File: config.mk
export PLATFORM = sky130hd
export DESIGN_NAME = rlc_top
export DESIGN_NICKNAME = d
export VERILOG_FILES = /design/src/rtl/rlc_pkg.sv /design/src/rtl/rlc_byte_ram.sv /design/src/rtl/rlc_top.sv
export VERILOG_INCLUDE_DIRS = /design/src /design/src/rtl
export SDC_FILE = /design/constraint.sdc
export NUM_CORES = 1
export LEC_CHECK = 0
export ABC_CLOCK_PERIOD_IN_PS = 4500
export BUFFER_PORTS_ARGS = -buffer_cell sky130_fd_sc_hd__buf_4
export CELL_PAD_IN_SITES_DETAIL_PLACEMENT = 0
export CELL_PAD_IN_SITES_GLOBAL_PLACEMENT = 1
export CORE_MARGIN = 5
export CORE_UTILIZATION = 52
export CTS_CLUSTER_DIAMETER = 100
export DETAILED_ROUTE_END_ITERATION = 12
export GPL_TIMING_DRIVEN = 0
export PLACE_DENSITY = 0.86
export SLEW_MARGIN = 20
export SYNTH_ARGS = -nofsm -noshare
export SYNTH_HDL_FRONTEND = slang
export SYNTH_HIERARCHICAL = 1
export SYNTH_SLANG_ARGS = --single-unit
export TNS_END_PERCENT = 30
File: constraint.sdc
create_clock -name clock -period 4.5 [get_ports clock]
set_input_delay 0.9 -clock clock [delete_from_list [all_inputs] [get_ports clock]]
set_output_delay 0.9 -clock clock [all_outputs]
set_load 0.02 [all_outputs]
File: src/rtl/rlc_regs.svh
// Contract
// - Sync word is 64 bits in two registers, low word first, LSB lowest lane.
// - Writing the length header field sets payload bytes to transmit.
// - Reading the length header field returns the last received frame length.
// - Transmit and receive FIFOs each hold 64 bytes.
// - Frames up to 255 bytes pass by refilling or draining the FIFO.
// - Margin codes 0..3 give TX thresholds 8,12,16,32 and RX 56,52,48,32.
// - On-air rate equals master rate clock divided by divider plus one.
// - Pin one codes 0,1,2 give interrupt, wait-done and wake-on-receive.
// - Code 3 gives access code end in transmit, frame sync in receive.
// - Code 4 gives modulation enable in transmit, carrier detect in receive.
// - Code 5 preamble detect; codes 6 and 7 direct receive and transmit data.
// - Pin one codes 8..15 give power-downs, switch, tune, demod, flags, FIFO, enable.
// - Pin two shares the map except wake-up, tune bit 1 and IQ demod.
// - End flags selection presents operation, calibration, converter and gain-done.
// - Pin one invert bit inverts its selected signal when set.
// - Pin two invert bit inverts its selected signal when set.
// - Clock pin codes 0..3 give interrupt flag, low battery, crystal ready, SPI data.
// - Clock pin codes 4..6 give baseband clock, 320 us tick, oscillator.
// - Clock pin code 7 gives the data clock.
// - Clock pin invert bit inverts its selected signal when set.
// - Interrupt flag on the clock pin follows the active source's status flag.
`ifndef RLC_REGS_SVH
`define RLC_REGS_SVH
`define RLC_ADDR_SYNC_LO  32'h50001014
`define RLC_ADDR_SYNC_HI  32'h50001018
`define RLC_ADDR_FIFO     32'h50001020
`define RLC_ADDR_RATE     32'h50001024
`define RLC_ADDR_PINS     32'h50001028
`define RLC_RST_WORD      32'h00000000
`define RLC_RST_BYTE      8'h00
`define RLC_LEN_LSB       0
`define RLC_FPM_LSB       30
`define RLC_SEL1_LSB      0
`define RLC_INV1_BIT      6
`define RLC_SEL2_LSB      8
`define RLC_INV2_BIT      14
`define RLC_CKS_LSB       16
`define RLC_CKI_BIT       22
`define RLC_DEPTH         7'h40
`define RLC_TX_THR0       7'h08
`define RLC_TX_THR1       7'h0C
`define RLC_TX_THR2       7'h10
`define RLC_TX_THR3       7'h20
`define RLC_RX_THR0       7'h38
`define RLC_RX_THR1       7'h34
`define RLC_RX_THR2       7'h30
`define RLC_RX_THR3       7'h20
`define RLC_CLK_NS        100
`define RLC_RC_TICK_NS    320000
`define RLC_RC_TICK_CYC   ((`RLC_RC_TICK_NS + `RLC_CLK_NS - 1) / `RLC_CLK_NS)
`endif

File: src/rtl/rlc_pkg.sv
package rlc_pkg;
   typedef logic [7:0] rlc_byte_type;
   typedef enum logic [2:0] {
      RLC_CK_RF_INTERRUPT_FLAG = 3'h0,
      RLC_CK_BATT = 3'h1,
      RLC_CK_CRYSTAL_READY = 3'h2,
      RLC_CK_SDO  = 3'h3,
      RLC_CK_BASEBAND_CLOCK = 3'h4,
      RLC_CK_TICK = 3'h5,
      RLC_CK_RCO  = 3'h6,
      RLC_CK_DCLK = 3'h7
   } rlc_ck_sel_type;
endpackage : rlc_pkg

File: src/rtl/rlc_byte_ram.sv
`timescale 1ns/10ps
module rlc_byte_ram
   import rlc_pkg::*;
(
   input  wire logic         clock,
   input  wire logic         wr_en,
   input  wire logic [5:0]   wr_addr,
   input  rlc_byte_type      wr_data,
   input  wire logic         rd_en,
   input  wire logic [5:0]   rd_addr,
   output rlc_byte_type      rd_data_q
);
   rlc_byte_type mem_q [0:63];

   always_ff @(posedge clock) begin
      if (wr_en) begin
         mem_q[wr_addr] <= wr_data;
      end
      if (rd_en) begin
         rd_data_q <= mem_q[rd_addr];
      end
   end
endmodule : rlc_byte_ram

File: src/rtl/rlc_top.sv
`timescale 1ns/10ps
`include "rlc_regs.svh"
module rlc_top
   import rlc_pkg::*;
(
   input  wire logic         clock,
   input  wire logic         rst_n,
   input  wire logic         psel,
   input  wire logic         penable,
   input  wire logic         pwrite,
   input  wire logic [31:0]  paddr,
   input  wire logic [31:0]  pwdata,
   input  wire logic [3:0]   pstrb,
   output logic [31:0]       prdata,
   output logic              pready,
   output logic              pslverr,
   output logic [63:0]       packet_sync_word,
   output rlc_byte_type      tx_frame_length,
   input  wire logic         tx_push,
   input  rlc_byte_type      tx_push_data,
   output logic [6:0]        tx_level,
   input  wire logic         tx_frame_start,
   input  wire logic         tx_pop,
   output rlc_byte_type      tx_pop_data,
   output logic [7:0]        tx_remaining,
   input  wire logic         rx_push,
   input  rlc_byte_type      rx_push_data,
   input  wire logic         rx_frame_end,
   input  wire logic         rx_pop,
   output rlc_byte_type      rx_pop_data,
   output logic [6:0]        rx_level,
   output logic              fifo_pointer_flag,
   input  wire logic         master_rate_clock,
   output logic              data_rate_tick,
   input  wire logic         radio_tx_mode,
   input  wire logic         rf_interrupt,
   input  wire logic         rf_interrupt_flag,
   input  wire logic         wait_tx_rx_done,
   input  wire logic         wake_on_rx,
   input  wire logic         wake_up,
   input  wire logic         access_code_end,
   input  wire logic         frame_sync_out,
   input  wire logic         tx_mod_enable,
   input  wire logic         carrier_detect,
   input  wire logic         preamble_detect_out,
   input  wire logic         rx_direct_data,
   input  wire logic         tx_direct_data,
   input  wire logic         receive_power_down,
   input  wire logic         transmit_power_down,
   input  wire logic         power_amp_switch,
   input  wire logic [1:0]   vco_tune_bit,
   input  wire logic         demod_i_out,
   input  wire logic         demod_iq_out,
   input  wire logic [3:0]   internal_end_flags,
   input  wire logic         clock_enable,
   input  wire logic         spi_data_out,
   input  wire logic         baseband_clock,
   input  wire logic         low_battery_flag,
   input  wire logic         crystal_ready,
   input  wire logic         rc_osc,
   output logic              general_pin_one,
   output logic              general_pin_two,
   output logic              clock_out_pin
);
   ////////////////////////////////////////////////////////////////////////////
   logic [31:0]    sync_lo_q;
   logic [31:0]    sync_hi_q;
   rlc_byte_type   len_tx_q;
   rlc_byte_type   len_rx_q;
   logic [1:0]     fpm_q;
   rlc_byte_type   rate_div_q;
   logic [3:0]     sel1_q;
   logic [3:0]     sel2_q;
   rlc_ck_sel_type cks_q;
   logic           inv1_q;
   logic           inv2_q;
   logic           cki_q;
   logic           pready_q;
   logic           pslverr_q;
   logic [31:0]    prdata_q;
   logic [31:0]    wmask;
   logic           acc;
   logic           hit;
   logic           wr_en;
   logic           sel_lo;
   logic           sel_hi;
   logic           sel_fifo;
   logic           sel_rate;
   logic           sel_pins;
   logic [31:0]    rd_data;
   logic [31:0]    fifo_wr;
   logic [31:0]    pins_wr;

   function automatic logic [31:0] rlc_merge(input logic [31:0] old_v,
                                             input logic [31:0] new_v,
                                             input logic [31:0] m);
      return (old_v & ~m) | (new_v & m);
   endfunction : rlc_merge

   genvar gi;
   for (gi = 0; gi < 4; gi++) begin : g_lane
      assign wmask[gi*8 +: 8] = {8{pstrb[gi]}};
   end

   // The slave answers in the second access cycle so read data come from a register.
   assign acc      = psel & penable & ~pready_q;
   assign wr_en    = psel & penable & pready_q & pwrite & ~pslverr_q;
   assign sel_lo   = (paddr == `RLC_ADDR_SYNC_LO);
   assign sel_hi   = (paddr == `RLC_ADDR_SYNC_HI);
   assign sel_fifo = (paddr == `RLC_ADDR_FIFO);
   assign sel_rate = (paddr == `RLC_ADDR_RATE);
   assign sel_pins = (paddr == `RLC_ADDR_PINS);
   assign hit      = sel_lo | sel_hi | sel_fifo | sel_rate | sel_pins;
   assign fifo_wr  = rlc_merge({fpm_q, 22'h000000, len_tx_q}, pwdata, wmask);
   assign pins_wr  = rlc_merge({9'h000, cki_q, 3'h0, cks_q, 1'h0, inv2_q, 2'h0, sel2_q,
                                1'h0, inv1_q, 2'h0, sel1_q}, pwdata, wmask);

   assign rd_data  = sel_lo   ? sync_lo_q :
                     sel_hi   ? sync_hi_q :
                     sel_fifo ? {fpm_q, 22'h000000, len_rx_q} :
                     sel_rate ? {24'h000000, rate_div_q} :
                     sel_pins ? {29'h00000000, general_pin_two, general_pin_one,
                                 clock_out_pin} :
                     `RLC_RST_WORD;

   always_ff @(posedge clock) begin
      if (!rst_n) begin
         pready_q  <= 1'b0;
         pslverr_q <= 1'b0;
         prdata_q  <= `RLC_RST_WORD;
      end else begin
         pready_q  <= acc;
         pslverr_q <= acc & ~hit;
         if (acc) begin
            prdata_q <= pwrite ? `RLC_RST_WORD : rd_data;
         end
      end
   end

   always_ff @(posedge clock) begin
      if (!rst_n) begin
         sync_lo_q  <= `RLC_RST_WORD;
         sync_hi_q  <= `RLC_RST_WORD;
         len_tx_q   <= `RLC_RST_BYTE;
         fpm_q      <= 2'h0;
         rate_div_q <= `RLC_RST_BYTE;
      end else if (wr_en) begin
         if (sel_lo) begin
            sync_lo_q <= rlc_merge(sync_lo_q, pwdata, wmask);
         end
         if (sel_hi) begin
            sync_hi_q <= rlc_merge(sync_hi_q, pwdata, wmask);
         end
         if (sel_fifo) begin
            len_tx_q <= fifo_wr[`RLC_LEN_LSB +: 8];
            fpm_q    <= fifo_wr[`RLC_FPM_LSB +: 2];
         end
         if (sel_rate) begin
            rate_div_q <= 8'(rlc_merge({24'h000000, rate_div_q}, pwdata, wmask));
         end
      end
   end

   always_ff @(posedge clock) begin
      if (!rst_n) begin
         sel1_q <= 4'h0;
         sel2_q <= 4'h0;
         cks_q  <= RLC_CK_RF_INTERRUPT_FLAG;
         inv1_q <= 1'b0;
         inv2_q <= 1'b0;
         cki_q  <= 1'b0;
      end else if (wr_en & sel_pins) begin
         sel1_q <= pins_wr[`RLC_SEL1_LSB +: 4];
         inv1_q <= pins_wr[`RLC_INV1_BIT];
         sel2_q <= pins_wr[`RLC_SEL2_LSB +: 4];
         inv2_q <= pins_wr[`RLC_INV2_BIT];
         cks_q  <= rlc_ck_sel_type'(pins_wr[`RLC_CKS_LSB +: 3]);
         cki_q  <= pins_wr[`RLC_CKI_BIT];
      end
   end

   assign prdata           = prdata_q;
   assign pready           = pready_q;
   assign pslverr          = pslverr_q;
   assign packet_sync_word = {sync_hi_q, sync_lo_q};
   assign tx_frame_length  = len_tx_q;

   ////////////////////////////////////////////////////////////////////////////
   // Only 64 bytes are stored; longer frames rely on the far side refilling or
   // draining while the frame runs, the remaining count tracks up to 255.
   logic [5:0]   tx_wptr_q;
   logic [5:0]   tx_rptr_q;
   logic [6:0]   tx_level_q;
   logic [7:0]   tx_rem_q;
   logic [5:0]   rx_wptr_q;
   logic [5:0]   rx_rptr_q;
   logic [6:0]   rx_level_q;
   rlc_byte_type rx_cnt_q;
   rlc_byte_type len_rx_d;
   logic         tx_wr;
   logic         tx_rd;
   logic         rx_wr;
   logic         rx_rd;
   logic [6:0]   tx_thr;
   logic [6:0]   rx_thr;
   logic         fpf_q;

   assign tx_wr  = tx_push & (tx_level_q != `RLC_DEPTH);
   assign tx_rd  = tx_pop & (tx_level_q != 7'h00) & (tx_rem_q != 8'h00);
   assign rx_wr  = rx_push & (rx_level_q != `RLC_DEPTH);
   assign rx_rd  = rx_pop & (rx_level_q != 7'h00);
   assign len_rx_d = rx_cnt_q + {7'h00, rx_wr};
   assign tx_thr = (fpm_q == 2'h0) ? `RLC_TX_THR0 : (fpm_q == 2'h1) ? `RLC_TX_THR1 :
                   (fpm_q == 2'h2) ? `RLC_TX_THR2 : `RLC_TX_THR3;
   assign rx_thr = (fpm_q == 2'h0) ? `RLC_RX_THR0 : (fpm_q == 2'h1) ? `RLC_RX_THR1 :
                   (fpm_q == 2'h2) ? `RLC_RX_THR2 : `RLC_RX_THR3;

   always_ff @(posedge clock) begin
      if (!rst_n) begin
         tx_wptr_q  <= 6'h00;
         tx_rptr_q  <= 6'h00;
         tx_level_q <= 7'h00;
         tx_rem_q   <= `RLC_RST_BYTE;
      end else begin
         tx_wptr_q  <= tx_wptr_q + {5'h00, tx_wr};
         tx_rptr_q  <= tx_rptr_q + {5'h00, tx_rd};
         tx_level_q <= tx_level_q + {6'h00, tx_wr} - {6'h00, tx_rd};
         if (tx_frame_start) begin
            tx_rem_q <= len_tx_q;
         end else if (tx_rd) begin
            tx_rem_q <= tx_rem_q - 8'h01;
         end
      end
   end

   always_ff @(posedge clock) begin
      if (!rst_n) begin
         rx_wptr_q  <= 6'h00;
         rx_rptr_q  <= 6'h00;
         rx_level_q <= 7'h00;
         rx_cnt_q   <= `RLC_RST_BYTE;
         len_rx_q   <= `RLC_RST_BYTE;
         fpf_q      <= 1'b0;
      end else begin
         rx_wptr_q  <= rx_wptr_q + {5'h00, rx_wr};
         rx_rptr_q  <= rx_rptr_q + {5'h00, rx_rd};
         rx_level_q <= rx_level_q + {6'h00, rx_wr} - {6'h00, rx_rd};
         if (rx_frame_end) begin
            len_rx_q <= len_rx_d;
            rx_cnt_q <= `RLC_RST_BYTE;
         end else begin
            rx_cnt_q <= len_rx_d;
         end
         fpf_q <= radio_tx_mode ? (tx_level_q <= tx_thr) : (rx_level_q >= rx_thr);
      end
   end

   rlc_byte_ram u_tx_ram (
      .clock     (clock),
      .wr_en     (tx_wr),
      .wr_addr   (tx_wptr_q),
      .wr_data   (tx_push_data),
      .rd_en     (tx_rd),
      .rd_addr   (tx_rptr_q),
      .rd_data_q (tx_pop_data)
   );

   rlc_byte_ram u_rx_ram (
      .clock     (clock),
      .wr_en     (rx_wr),
      .wr_addr   (rx_wptr_q),
      .wr_data   (rx_push_data),
      .rd_en     (rx_rd),
      .rd_addr   (rx_rptr_q),
      .rd_data_q (rx_pop_data)
   );

   assign tx_level          = tx_level_q;
   assign tx_remaining      = tx_rem_q;
   assign rx_level          = rx_level_q;
   assign fifo_pointer_flag = fpf_q;

   ////////////////////////////////////////////////////////////////////////////
   logic [7:0]  rate_cnt_q;
   logic        rate_tick_q;
   logic        dclk_q;
   logic [11:0] rc_cnt_q;
   logic        rc_tick_q;
   logic [2:0]  as_in;
   logic [2:0]  as_s1_q;
   logic [2:0]  as_s2_q;

   // The master rate clock is a one-cycle enable; counting it keeps one clock domain.
   always_ff @(posedge clock) begin
      if (!rst_n) begin
         rate_cnt_q  <= `RLC_RST_BYTE;
         rate_tick_q <= 1'b0;
         dclk_q      <= 1'b0;
      end else begin
         rate_tick_q <= 1'b0;
         if (master_rate_clock) begin
            if (rate_cnt_q == rate_div_q) begin
               rate_cnt_q  <= `RLC_RST_BYTE;
               rate_tick_q <= 1'b1;
               dclk_q      <= ~dclk_q;
            end else begin
               rate_cnt_q <= rate_cnt_q + 8'h01;
            end
         end
      end
   end

   always_ff @(posedge clock) begin
      if (!rst_n) begin
         rc_cnt_q  <= 12'h000;
         rc_tick_q <= 1'b0;
      end else begin
         rc_tick_q <= (rc_cnt_q == 12'(`RLC_RC_TICK_CYC - 1));
         if (rc_cnt_q == 12'(`RLC_RC_TICK_CYC - 1)) begin
            rc_cnt_q <= 12'h000;
         end else begin
            rc_cnt_q <= rc_cnt_q + 12'h001;
         end
      end
   end

   // Battery, crystal and oscillator levels come from analog blocks with no tie to this clock.
   assign as_in = {rc_osc, crystal_ready, low_battery_flag};
   for (gi = 0; gi < 3; gi++) begin : g_sync
      always_ff @(posedge clock) begin
         if (!rst_n) begin
            as_s1_q[gi] <= 1'b0;
            as_s2_q[gi] <= 1'b0;
         end else begin
            as_s1_q[gi] <= as_in[gi];
            as_s2_q[gi] <= as_s1_q[gi];
         end
      end
   end

   assign data_rate_tick = rate_tick_q;

   ////////////////////////////////////////////////////////////////////////////
   logic [15:0] src1;
   logic [15:0] src2;
   logic [7:0]  srck;
   logic        end_any;
   logic        pin1_q;
   logic        pin2_q;
   logic        ck_q;

   // End flags are merged onto one level; they are meant for bring-up only.
   assign end_any = |internal_end_flags;
   // Codes with no transmit entry carry the receive signal in either state.
   assign src1 = {clock_enable, fpf_q, end_any, demod_i_out, vco_tune_bit[0],
                  power_amp_switch, transmit_power_down, receive_power_down,
                  tx_direct_data, rx_direct_data, preamble_detect_out,
                  radio_tx_mode ? tx_mod_enable : carrier_detect,
                  radio_tx_mode ? access_code_end : frame_sync_out,
                  wake_on_rx, wait_tx_rx_done, rf_interrupt};
   assign src2 = {src1[15:13], demod_iq_out, vco_tune_bit[1], src1[10:3],
                  wake_up, src1[1:0]};
   assign srck = {dclk_q, as_s2_q[2], rc_tick_q, baseband_clock,
                  spi_data_out, as_s2_q[1], as_s2_q[0], rf_interrupt_flag};

   always_ff @(posedge clock) begin
      if (!rst_n) begin
         pin1_q <= 1'b0;
         pin2_q <= 1'b0;
         ck_q   <= 1'b0;
      end else begin
         pin1_q <= src1[sel1_q] ^ inv1_q;
         pin2_q <= src2[sel2_q] ^ inv2_q;
         ck_q   <= srck[cks_q] ^ cki_q;
      end
   end

   assign general_pin_one = pin1_q;
   assign general_pin_two = pin2_q;
   assign clock_out_pin   = ck_q;
endmodule : rlc_top

=== Word-level counts from Yosys, hierarchy flattened ===
Memory sizes are Yosys's and may differ from the RTL's. A register that Yosys moved wholly into a read port is not among the register bits.
Index checks and enable logic that the tools add are counted.

* Bits in writable memories: 1024
* Memories: 2
* Output and inout bits: 149
* Flip-flop bits (word level): 225
* Input bits: 126

{| class="wikitable"
|+ Memory list
! memory !! words !! bits a word !! read ports !! clocked after Yosys merged registers in !! wr ports !! RTL line !! text
|-
| u_rx_ram.mem_q || 64 || 8 || 1 || 1 || 1 || rlc_byte_ram.sv:13 || <nowiki>rlc_byte_type mem_q [0:63];</nowiki>
|-
| u_tx_ram.mem_q || 64 || 8 || 1 || 1 || 1 || rlc_byte_ram.sv:13 ||
|}

* Bitwise operators: 36
* Order comparisons: 5
* Add/subtract/negate cells: 12
* Reduce and logical (&&, ||, !) cells: 14
* Eq/ne operators: 11
* Mux-type cells: 29

{| class="wikitable"
|+ Operators by type and width
! kind !! number
|-
| $eq 32x31->1 const B || 5
|-
| $and 32x32->32 || 4
|-
| $mux 32 || 4
|-
| $or 32x32->32 || 3
|-
| $mux 8 || 4
|-
| $not 32->32 || 1
|-
| $add 6x1->6 || 4
|-
| $and 23x23->23 || 1
|-
| $or 23x23->23 || 1
|-
| $mux 6 || 3
|-
| $mux 5 || 3
|-
| $add 7x1->7 || 2
|-
| $ne 7x7->1 const B || 2
|-
| $reduce_bool 7->1 || 2
|-
| $sub 7x1->7 || 2
|-
| $add 12x1->12 const B || 1
|-
| $and 1x1->1 || 12
|-
| $eq 12x12->1 const B || 1
|-
| $reduce_and 2->1 || 6
|-
| $mux 1 || 11
|-
| $lt 4x5->1 const B || 2
|-
| $add 8x1->8 || 1
|-
| $add 8x1->8 const B || 1
|-
| $and 8x8->8 || 1
|-
| other kinds (19) || 30
|}

=== Depth between registers and ports, before layout ===
Gate-level depths: netlist of the first run.

* Depth after elaboration: 7
* Depth in mapped cells: 14

=== By module ===
The synthesis of the first run kept the hierarchy.

{| class="wikitable"
|+ Modules (own cells, without submodules)
! module !! cells each !! area each (µm²) !! instances !! seq. area each (µm²)
|-
| rlc_byte_ram || 940 || 20246.9 || 2 || 15615.0
|-
| rlc_top || 1130 || 10397.5 || 1 || 4504.3
|}

=== Worst setup path before layout of the first run ===
Ideal clock, no wire load.

* Path type: input to register
* From: in rx_pop
* To: reg rx_level_q[6] (netlist: rx_level[6])
* Path buffers: 0
* Setup time: 0.127 ns
* Data arrival time: 3.211 ns
* Path slack: 1.163 ns
* Cell stages on the path: 11
* Required time: 4.373 ns
* Cell sequence: inv_1 > a41oi_1 > ha_1 > inv_1 > ha_1 > fa_1 > a21oi_1 > o21bai_1 > a21oi_1 > nor4_1 > or3_1

* Longest elaborated chain between the ends: 2

{| class="wikitable"
|+ Ends and longest elaborated chain
! item !! RTL line !! text
|-
| from (decl) || rlc_top.sv:29 || <nowiki>input wire logic rx_pop,</nowiki>
|-
| $and 1x1->1 || rlc_top.sv:211 || <nowiki>assign rx_rd = rx_pop & (rx_level_q != 7'h00);</nowiki>
|-
| named net rx_rd || rlc_top.sv:203 || <nowiki>logic rx_rd;</nowiki>
|-
| $sub 7x1->7 || rlc_top.sv:247 || <nowiki>rx_level_q <= rx_level_q + {6'h00, rx_wr} - {6'h00, rx_rd};</nowiki>
|-
| to (signal assigned) || rlc_top.sv:247 ||
|-
| to (decl) || rlc_top.sv:197 || <nowiki>logic [6:0] rx_level_q;</nowiki>
|}

The timed path passes the listed nets, and every way through them passes these cells.
A chain may end at the register's enable or synchronous reset.

=== Worst setup path in the final report of the first run ===
* From: reg rx_level_q[4] (netlist: rx_level[4])
* To: mem u_rx_ram/mem_q[14][4] in the netlist's numbering (enable)

* Longest elaborated chain between the ends: 4

{| class="wikitable"
|+ Ends and longest elaborated chain
! item !! RTL line !! text
|-
| $ne 7x7->1 (no source line) || -- ||
|-
| $and 1x1->1 || rlc_top.sv:210 || <nowiki>assign rx_wr = rx_push & (rx_level_q != `RLC_DEPTH);</nowiki>
|-
| named net rx_wr || rlc_top.sv:202 || <nowiki>logic rx_wr;</nowiki>
|-
| $mux 1 || rlc_byte_ram.sv:16 || <nowiki>if (wr_en) begin</nowiki>
|-
| $mux 1 (not written as such) || rlc_byte_ram.sv:17 || <nowiki>mem_q[wr_addr] <= wr_data;</nowiki>
|-
| to (decl) || rlc_byte_ram.sv:13 ||
|}

The timed path passes the listed nets, and every way through them passes these cells.

==> reports/results.txt, run 1 <==
area grow syn2layout: 15.8%
WL met1: 52900 microns
cts-stage hold buffer count: 0
initial antenna violation count: 3
outcome: finished clean
Crit path buffers/inverters: 1
reg2reg start: rx_level[4]
fin crit share: 0.810
Yosys reg bits: 1265
CORE AREA: 0.0969 sq mm
Worst-Skew Late Latency: 0.75 ns
vias per inst: 6.22
Worst EP required: 4.85 ns
GRT Total Usage: 0.255
Initial Util: 0.525
Critical path origin: rx_level[4]
flop-to-flop setup slack: 0.86 ns
power per cell area: 482 mW/mm^2
num ports: 275
min Tclk post-route: 3.64 ns
fin nets: 3585
Placer Congestion: 0.955
Post-CTS Setup Inserts: 0
HPWL after DPL: 89600 microns
Hold WC Path Type: in -> reg
Warnings, synthesis: 6
pin count of the biggest net entering global routing: 65
critical path's top delay family: simple AND/OR/NAND/NOR gates
most frequent cells in the layout: edfxtp_1, buf_4, mux4_2
WL final: 134000 microns
top layer reached by signal wires: met4
Pins Over Slew Limit: 0
CTS Buf Count: 131
DR pass1 iterations: 5
Flop pwr share: 0.460
met2 wire len: 64300 microns
total grt overflow: 0
Tightest Pin Transition: 1.03 ns
post-cts resize count: 0
clock root buffer: clkbuf_16
drt initial violations: 3269
share of the synthesized area in the top cell type: 0.614
crit-path max FO: 10
max_slew headroom: 0.311
Clock transition at path regs: 0.06 ns
Final Hold Viols: 0
register area share after synthesis: 0.702
final total power: 0.0284 W
Combinational Power Share: 0.164
DIE HEIGHT: 323 microns
metal3 WL: 12000 microns
Sw Share: 0.261
CP cell instances: inv_1, ha_1, nand4_1, and2_1, nor2b_1, nand3_1, nor2_1
slowest library cell on the worst path: nor2_1
asr flop ratio synth: 0
most common cell after layout, fill and taps aside: edfxtp_1
startpoint types: flop
Mean Syn Cell Area: 16.9 sq um
die area: 0.104 sq mm
hold slack final: 0.365 ns
Hold Startpoint: tx_frame_start
port bufs: 272
H-tree Lvls: 4
crit-path max cell delay: 0.99 ns
first-pass GRT wire length: 195000 microns
final setup fails: 0
most area-hungry cell type in the Yosys netlist: edfxtp_1
NetSw: 0.00741 W
cell count after synthesis: 3010
Final ANT Viol Nets: 0
Main synth FF type: edfxtp_1
DRC: 0
Vias: 29900
clk_skew: 0.0316 ns
achievable clock frequency: 0.274 GHz
worst vdd ir: 0.000408 V
number of flops mapped to enable cells by yosys: 1040
TritonCTS clock tree: built
WP data arrival: 4.00 ns
placed cell area: 0.0546 sq mm
share of layout cells above drive strength 1: 0.244
Cell Int Power: 0.0210 W
crit path kind: reg -> reg
Leak: 19.2 nW
routed len/inst: 28.0 microns
Site Rows: 114
ranking of synthesized cells by area: edfxtp_1, mux4_2, dfxtp_1
clock tree sinks: 1265
syn_nets: 3177
via count of the first global-routing pass: 29200
synthesized cell area: 0.0509 sq mm
Die Wd: 323 microns
Clock Power Share: 0.376
max-cap check violation count: 0
post-route cell area: 0.0589 sq mm
synth unique cells: 76
clock buffer depth: 3
RSZ-0062 raised after global routing: false
element type at the critical path end: flop
power groups by stage:
| stage | clock network (W) | registers [W] | logic (W) |
|---|---|---|---|
| global route | 0.0114 | 0.0131 | 0.00495 |
| finish | 0.0107 | 0.0131 | 0.00467 |
| global placement | 0 | 0.0133 | 0.00454 |
| CTS | 0.0109 | 0.0131 | 0.00466 |
| detailed placement | 0 | 0.0133 | 0.00462 |
| floorplan | 0 | 0.0134 | 0.00288 |
layer usage:
layer / GRT usage / vias up
li1: - / 12700
met1: 0.356 / 15300
met2: 0.410 / 1620
met3: 0.0506 / 307
met4: 0.0871 / 0
met5: 0 / -
final cells by class:
| class | instances | area, sq um |
|---|---|---|
| Buffer | 160 | 873 |
| Multi-Input combinational cell | 1553 | 14200 |
| Inverter | 32 | 120 |
| Antenna cell | 2 | 5.00 |
| Sequential cell | 1265 | 35700 |
| Clock buffer | 163 | 3440 |
| Clock inverter | 74 | 862 |
| Timing Repair Buffer | 275 | 2070 |
| Fill cell | 6883 | 37900 |
| Tap cell | 1276 | 1600 |
final timing paths:
path                                         endpoint  cells past startpoint
worst min register to register             as_s2_q[1]                      1
worst max register to register  u_rx_ram/mem_q[14][4]                      7
worst min-delay path                  tx_remaining[1]                      2
worst max-delay path            u_rx_ram/mem_q[14][4]                      7
registers in the layout (all words and copies together) (netlist names), 8 cells and up, named ones only:
| register | cells |
|---|---|
| u_rx_ram/mem_q | 512 |
| u_tx_ram/mem_q | 512 |
| prdata | 32 |
| rc_cnt_q | 12 |
| len_rx_q | 8 |
| rate_cnt_q | 8 |
| rx_cnt_q | 8 |
| tx_remaining | 8 |
| u_rx_ram/rd_data_q | 8 |
| u_tx_ram/rd_data_q | 8 |
cells in the mapped netlist (14+ instances only):
cell and instances:
mux2_2 30, mux4_2 256, clkbuf_1 76, nor4_1 18
nor2b_1 34, nand2b_1 18, edfxtp_1 1040, o22ai_1 16
xor2_1 28, nand4_1 19, mux2i_1 159, nand2_1 228
ha_1 39, and2_1 23, a22o_1 22, nand3_1 68
dfxtp_1 225, a211oi_1 21, nor3_1 26, a21oi_1 48
nand3b_1 14, buf_2 31, inv_1 31, o21ai_0 35
buf_4 27, a221oi_1 15, nor2_1 237, xnor2_1 35
o221ai_1 16
per-stage QoR:
step	utilization	cells	setup slack, ns	TNS [ns]
6_report	0.608	4800	0.857	0
2_1_floorplan	-	3010	1.16	0
5_1_grt	0.608	4800	0.654	0
3_3_place_gp	0.563	4558	-0.127	-0.127
3_5_place_dp	0.564	4561	0.899	0
4_1_cts	0.608	4798	0.895	0
kinds of logic (layout without fill, tap and decap cells):
family                     Yosys count  after routing  synth area share
AOI/OAI and AO/OA                  256            256            0.0357
xor gates and xnor gates            63             63            0.0108
adders and majority gates           41             41            0.0104
buffers and inverters              192            704            0.0195
DFF                               1265           1265             0.702
muxes                              445            445             0.151
other                                0              2                 0
and+or+nand+nor                    748            748            0.0701
No activity file was read; power rests on OpenSTA's default activity.
==> inputs of run 2 (changes only) <==
Settings changed: ABC_CLOCK_PERIOD_IN_PS 4500 to 3150, CORE_UTILIZATION 52 to 47, PLACE_DENSITY 0.86 to 0.82.
Clock period 4.5 ns to 3.15 ns, I/O delays scaled along.
==> reports/results.txt, run 2 (synthesis results as in run 1) <==
Site Rows: 120
min Tclk post-route: 3.29 ns
Leak: 19.1 nW
max_slew headroom: 0.312
die area: 0.115 sq mm
Worst R2R Path Depth: 8
Hold Startpoint: rc_osc
RSZ-0062 raised after global routing: true
Combinational Power Share: 0.170
GRT Total Usage: 0.229
pin count of the biggest net entering global routing: 65
cts-stage hold buffer count: 0
Sw Share: 0.260
Vias: 29400
Worst EP required: 3.51 ns
Tightest Pin Transition: 1.01 ns
violated checks: negative setup slack
placed cell area: 0.0548 sq mm
crit path kind: reg -> reg
DRC: 0
most frequent cells in the layout: edfxtp_1, buf_4, mux4_2
DIE HEIGHT: 339 microns
WP data arrival: 3.65 ns
fin crit share: 1.05
outcome: finished, violations left
post-route cell area: 0.0591 sq mm
first-pass GRT wire length: 196000 microns
NetSw: 0.0104 W
clock buffer depth: 3
Final Hold Viols: 0
num ports: 275
routed len/inst: 27.2 microns
max-cap check violation count: 0
Hold WC Path Type: in -> reg
clk_skew: 0.0346 ns
RR Endpoint: u_tx_ram/mem_q[2][1]
final setup margin: -0.143 ns
initial antenna violation count: 2
vias per inst: 5.98
Worst-Skew Late Latency: 0.75 ns
clock tree sinks: 1265
setup tns final: -10.07 ns
Die Wd: 339 microns
crit-path max FO: 8
Initial Util: 0.474
total grt overflow: 0
Hold Path End: as_s1_q[2]
Flop pwr share: 0.466
H-tree Lvls: 4
power per cell area: 678 mW/mm^2
reg2reg start: tx_level[5]
drt initial violations: 2825
hold slack final: 0.105 ns
TritonCTS clock tree: built
area grow syn2layout: 16.1%
Pins Over Slew Limit: 0
worst vdd ir: 0.000517 V
WL final: 134000 microns
Placer Congestion: 0.901
most common cell after layout, fill and taps aside: edfxtp_1
HPWL after DPL: 88900 microns
startpoint types: flop
final setup fails: 158
Clock transition at path regs: 0.06 ns
Cells on Worst Hold Path: 2
Final ANT Viol Nets: 0
CTS Buf Count: 130
CORE AREA: 0.107 sq mm
post-route insts no fill: 4917
port bufs: 272
clock root buffer: clkbuf_16
element type at the critical path end: flop
Final Core Density: 0.550
fin nets: 3587
# diodes: 0
via count of the first global-routing pass: 29400
achievable clock frequency: 0.304 GHz
flop-to-flop setup slack: -0.14 ns
DP Cell Count: 4686
share of layout cells above drive strength 1: 0.263
DR pass1 iterations: 6
Clock Power Share: 0.364
Cell Int Power: 0.0296 W
## run 2: cell count changes in the layout (fill, tap and decap cells not counted), moves of 5 or more
cell and delta:
clkinv_16 -5, buf_4 +7, nor2_2 +28, inv_6 +6, nor2_4 +14, nor2_1 -42
clkbuf_1 -13, clkbuf_2 +7
## run 2: worst max-delay path by stage
stage,start,to,depth (start not counted)
floorplan,tx_level[2],tx_level[6],14
global placement,tx_level[4],tx_level[6],14
detailed placement,rx_level[4],rx_level[6],12
CTS,tx_level[5],u_tx_ram/mem_q[30][5],8
global route,tx_level[4],u_tx_ram/mem_q[2][1],8
finish,tx_level[5],u_tx_ram/mem_q[2][1],8
## run 2: metal layers
metal	vias to the layer above	GRT usage	part of all wire
met5	-	0	0.00020
met4	4	0.0747	0.031
met3	243	0.0463	0.087
met2	1418	0.368	0.48
met1	15100	0.317	0.40
li1	12600	-	-
## run 2: metrics by stage
step	setup WS (ns)	total power, W
2_1_floorplan	-0.0669	0.0233
3_3_place_gp	-1.63	0.0255
3_5_place_dp	-0.503	0.0256
4_1_cts	-0.113	0.0402
5_1_grt	-0.169	0.0414
6_report	-0.143	0.0401
## run 2: layout make-up
type / count / area, sq um
fillers: 8323 / 48300
flip-flops and latches: 1265 / 35700
multi-input cells: 1553 / 14500
clock buffers: 156 / 3400
repair buffers: 279 / 2100
well taps: 1403 / 1760
plain buffers: 159 / 903
clock inverters: 70 / 589
inverters: 32 / 120
## run 2: power by group through the flow
stage / Sequential, W / Combinational (W) / Clock [W]
finish: 0.0187 / 0.00681 / 0.0146
global route: 0.0187 / 0.00721 / 0.0155
CTS: 0.0187 / 0.00674 / 0.0148
detailed placement: 0.0190 / 0.00662 / 0
global placement: 0.0190 / 0.00653 / 0
floorplan: 0.0191 / 0.00413 / 0
## run 2: what timing repair did
| action | CTS | global route |
|---|---|---|
| setup buffers | 6 | 0 |
| endpoints found under the setup margin | 584 | 355 |
| pin swaps | 4 | 1 |
| hold endpoints to repair | 0 | 0 |
| gates resized for setup | 30 | 64 |
## run 2: worst max-delay path, stage by stage (launching register included)
cell and delay (ns):
dfxtp_1 0.41, inv_1 0.09, ha_1 0.21, nand4_1 0.09, nand2_1 0.12, inv_1 0.32, nor2b_1 0.39, nand2_1 0.58
nor2_2 0.70
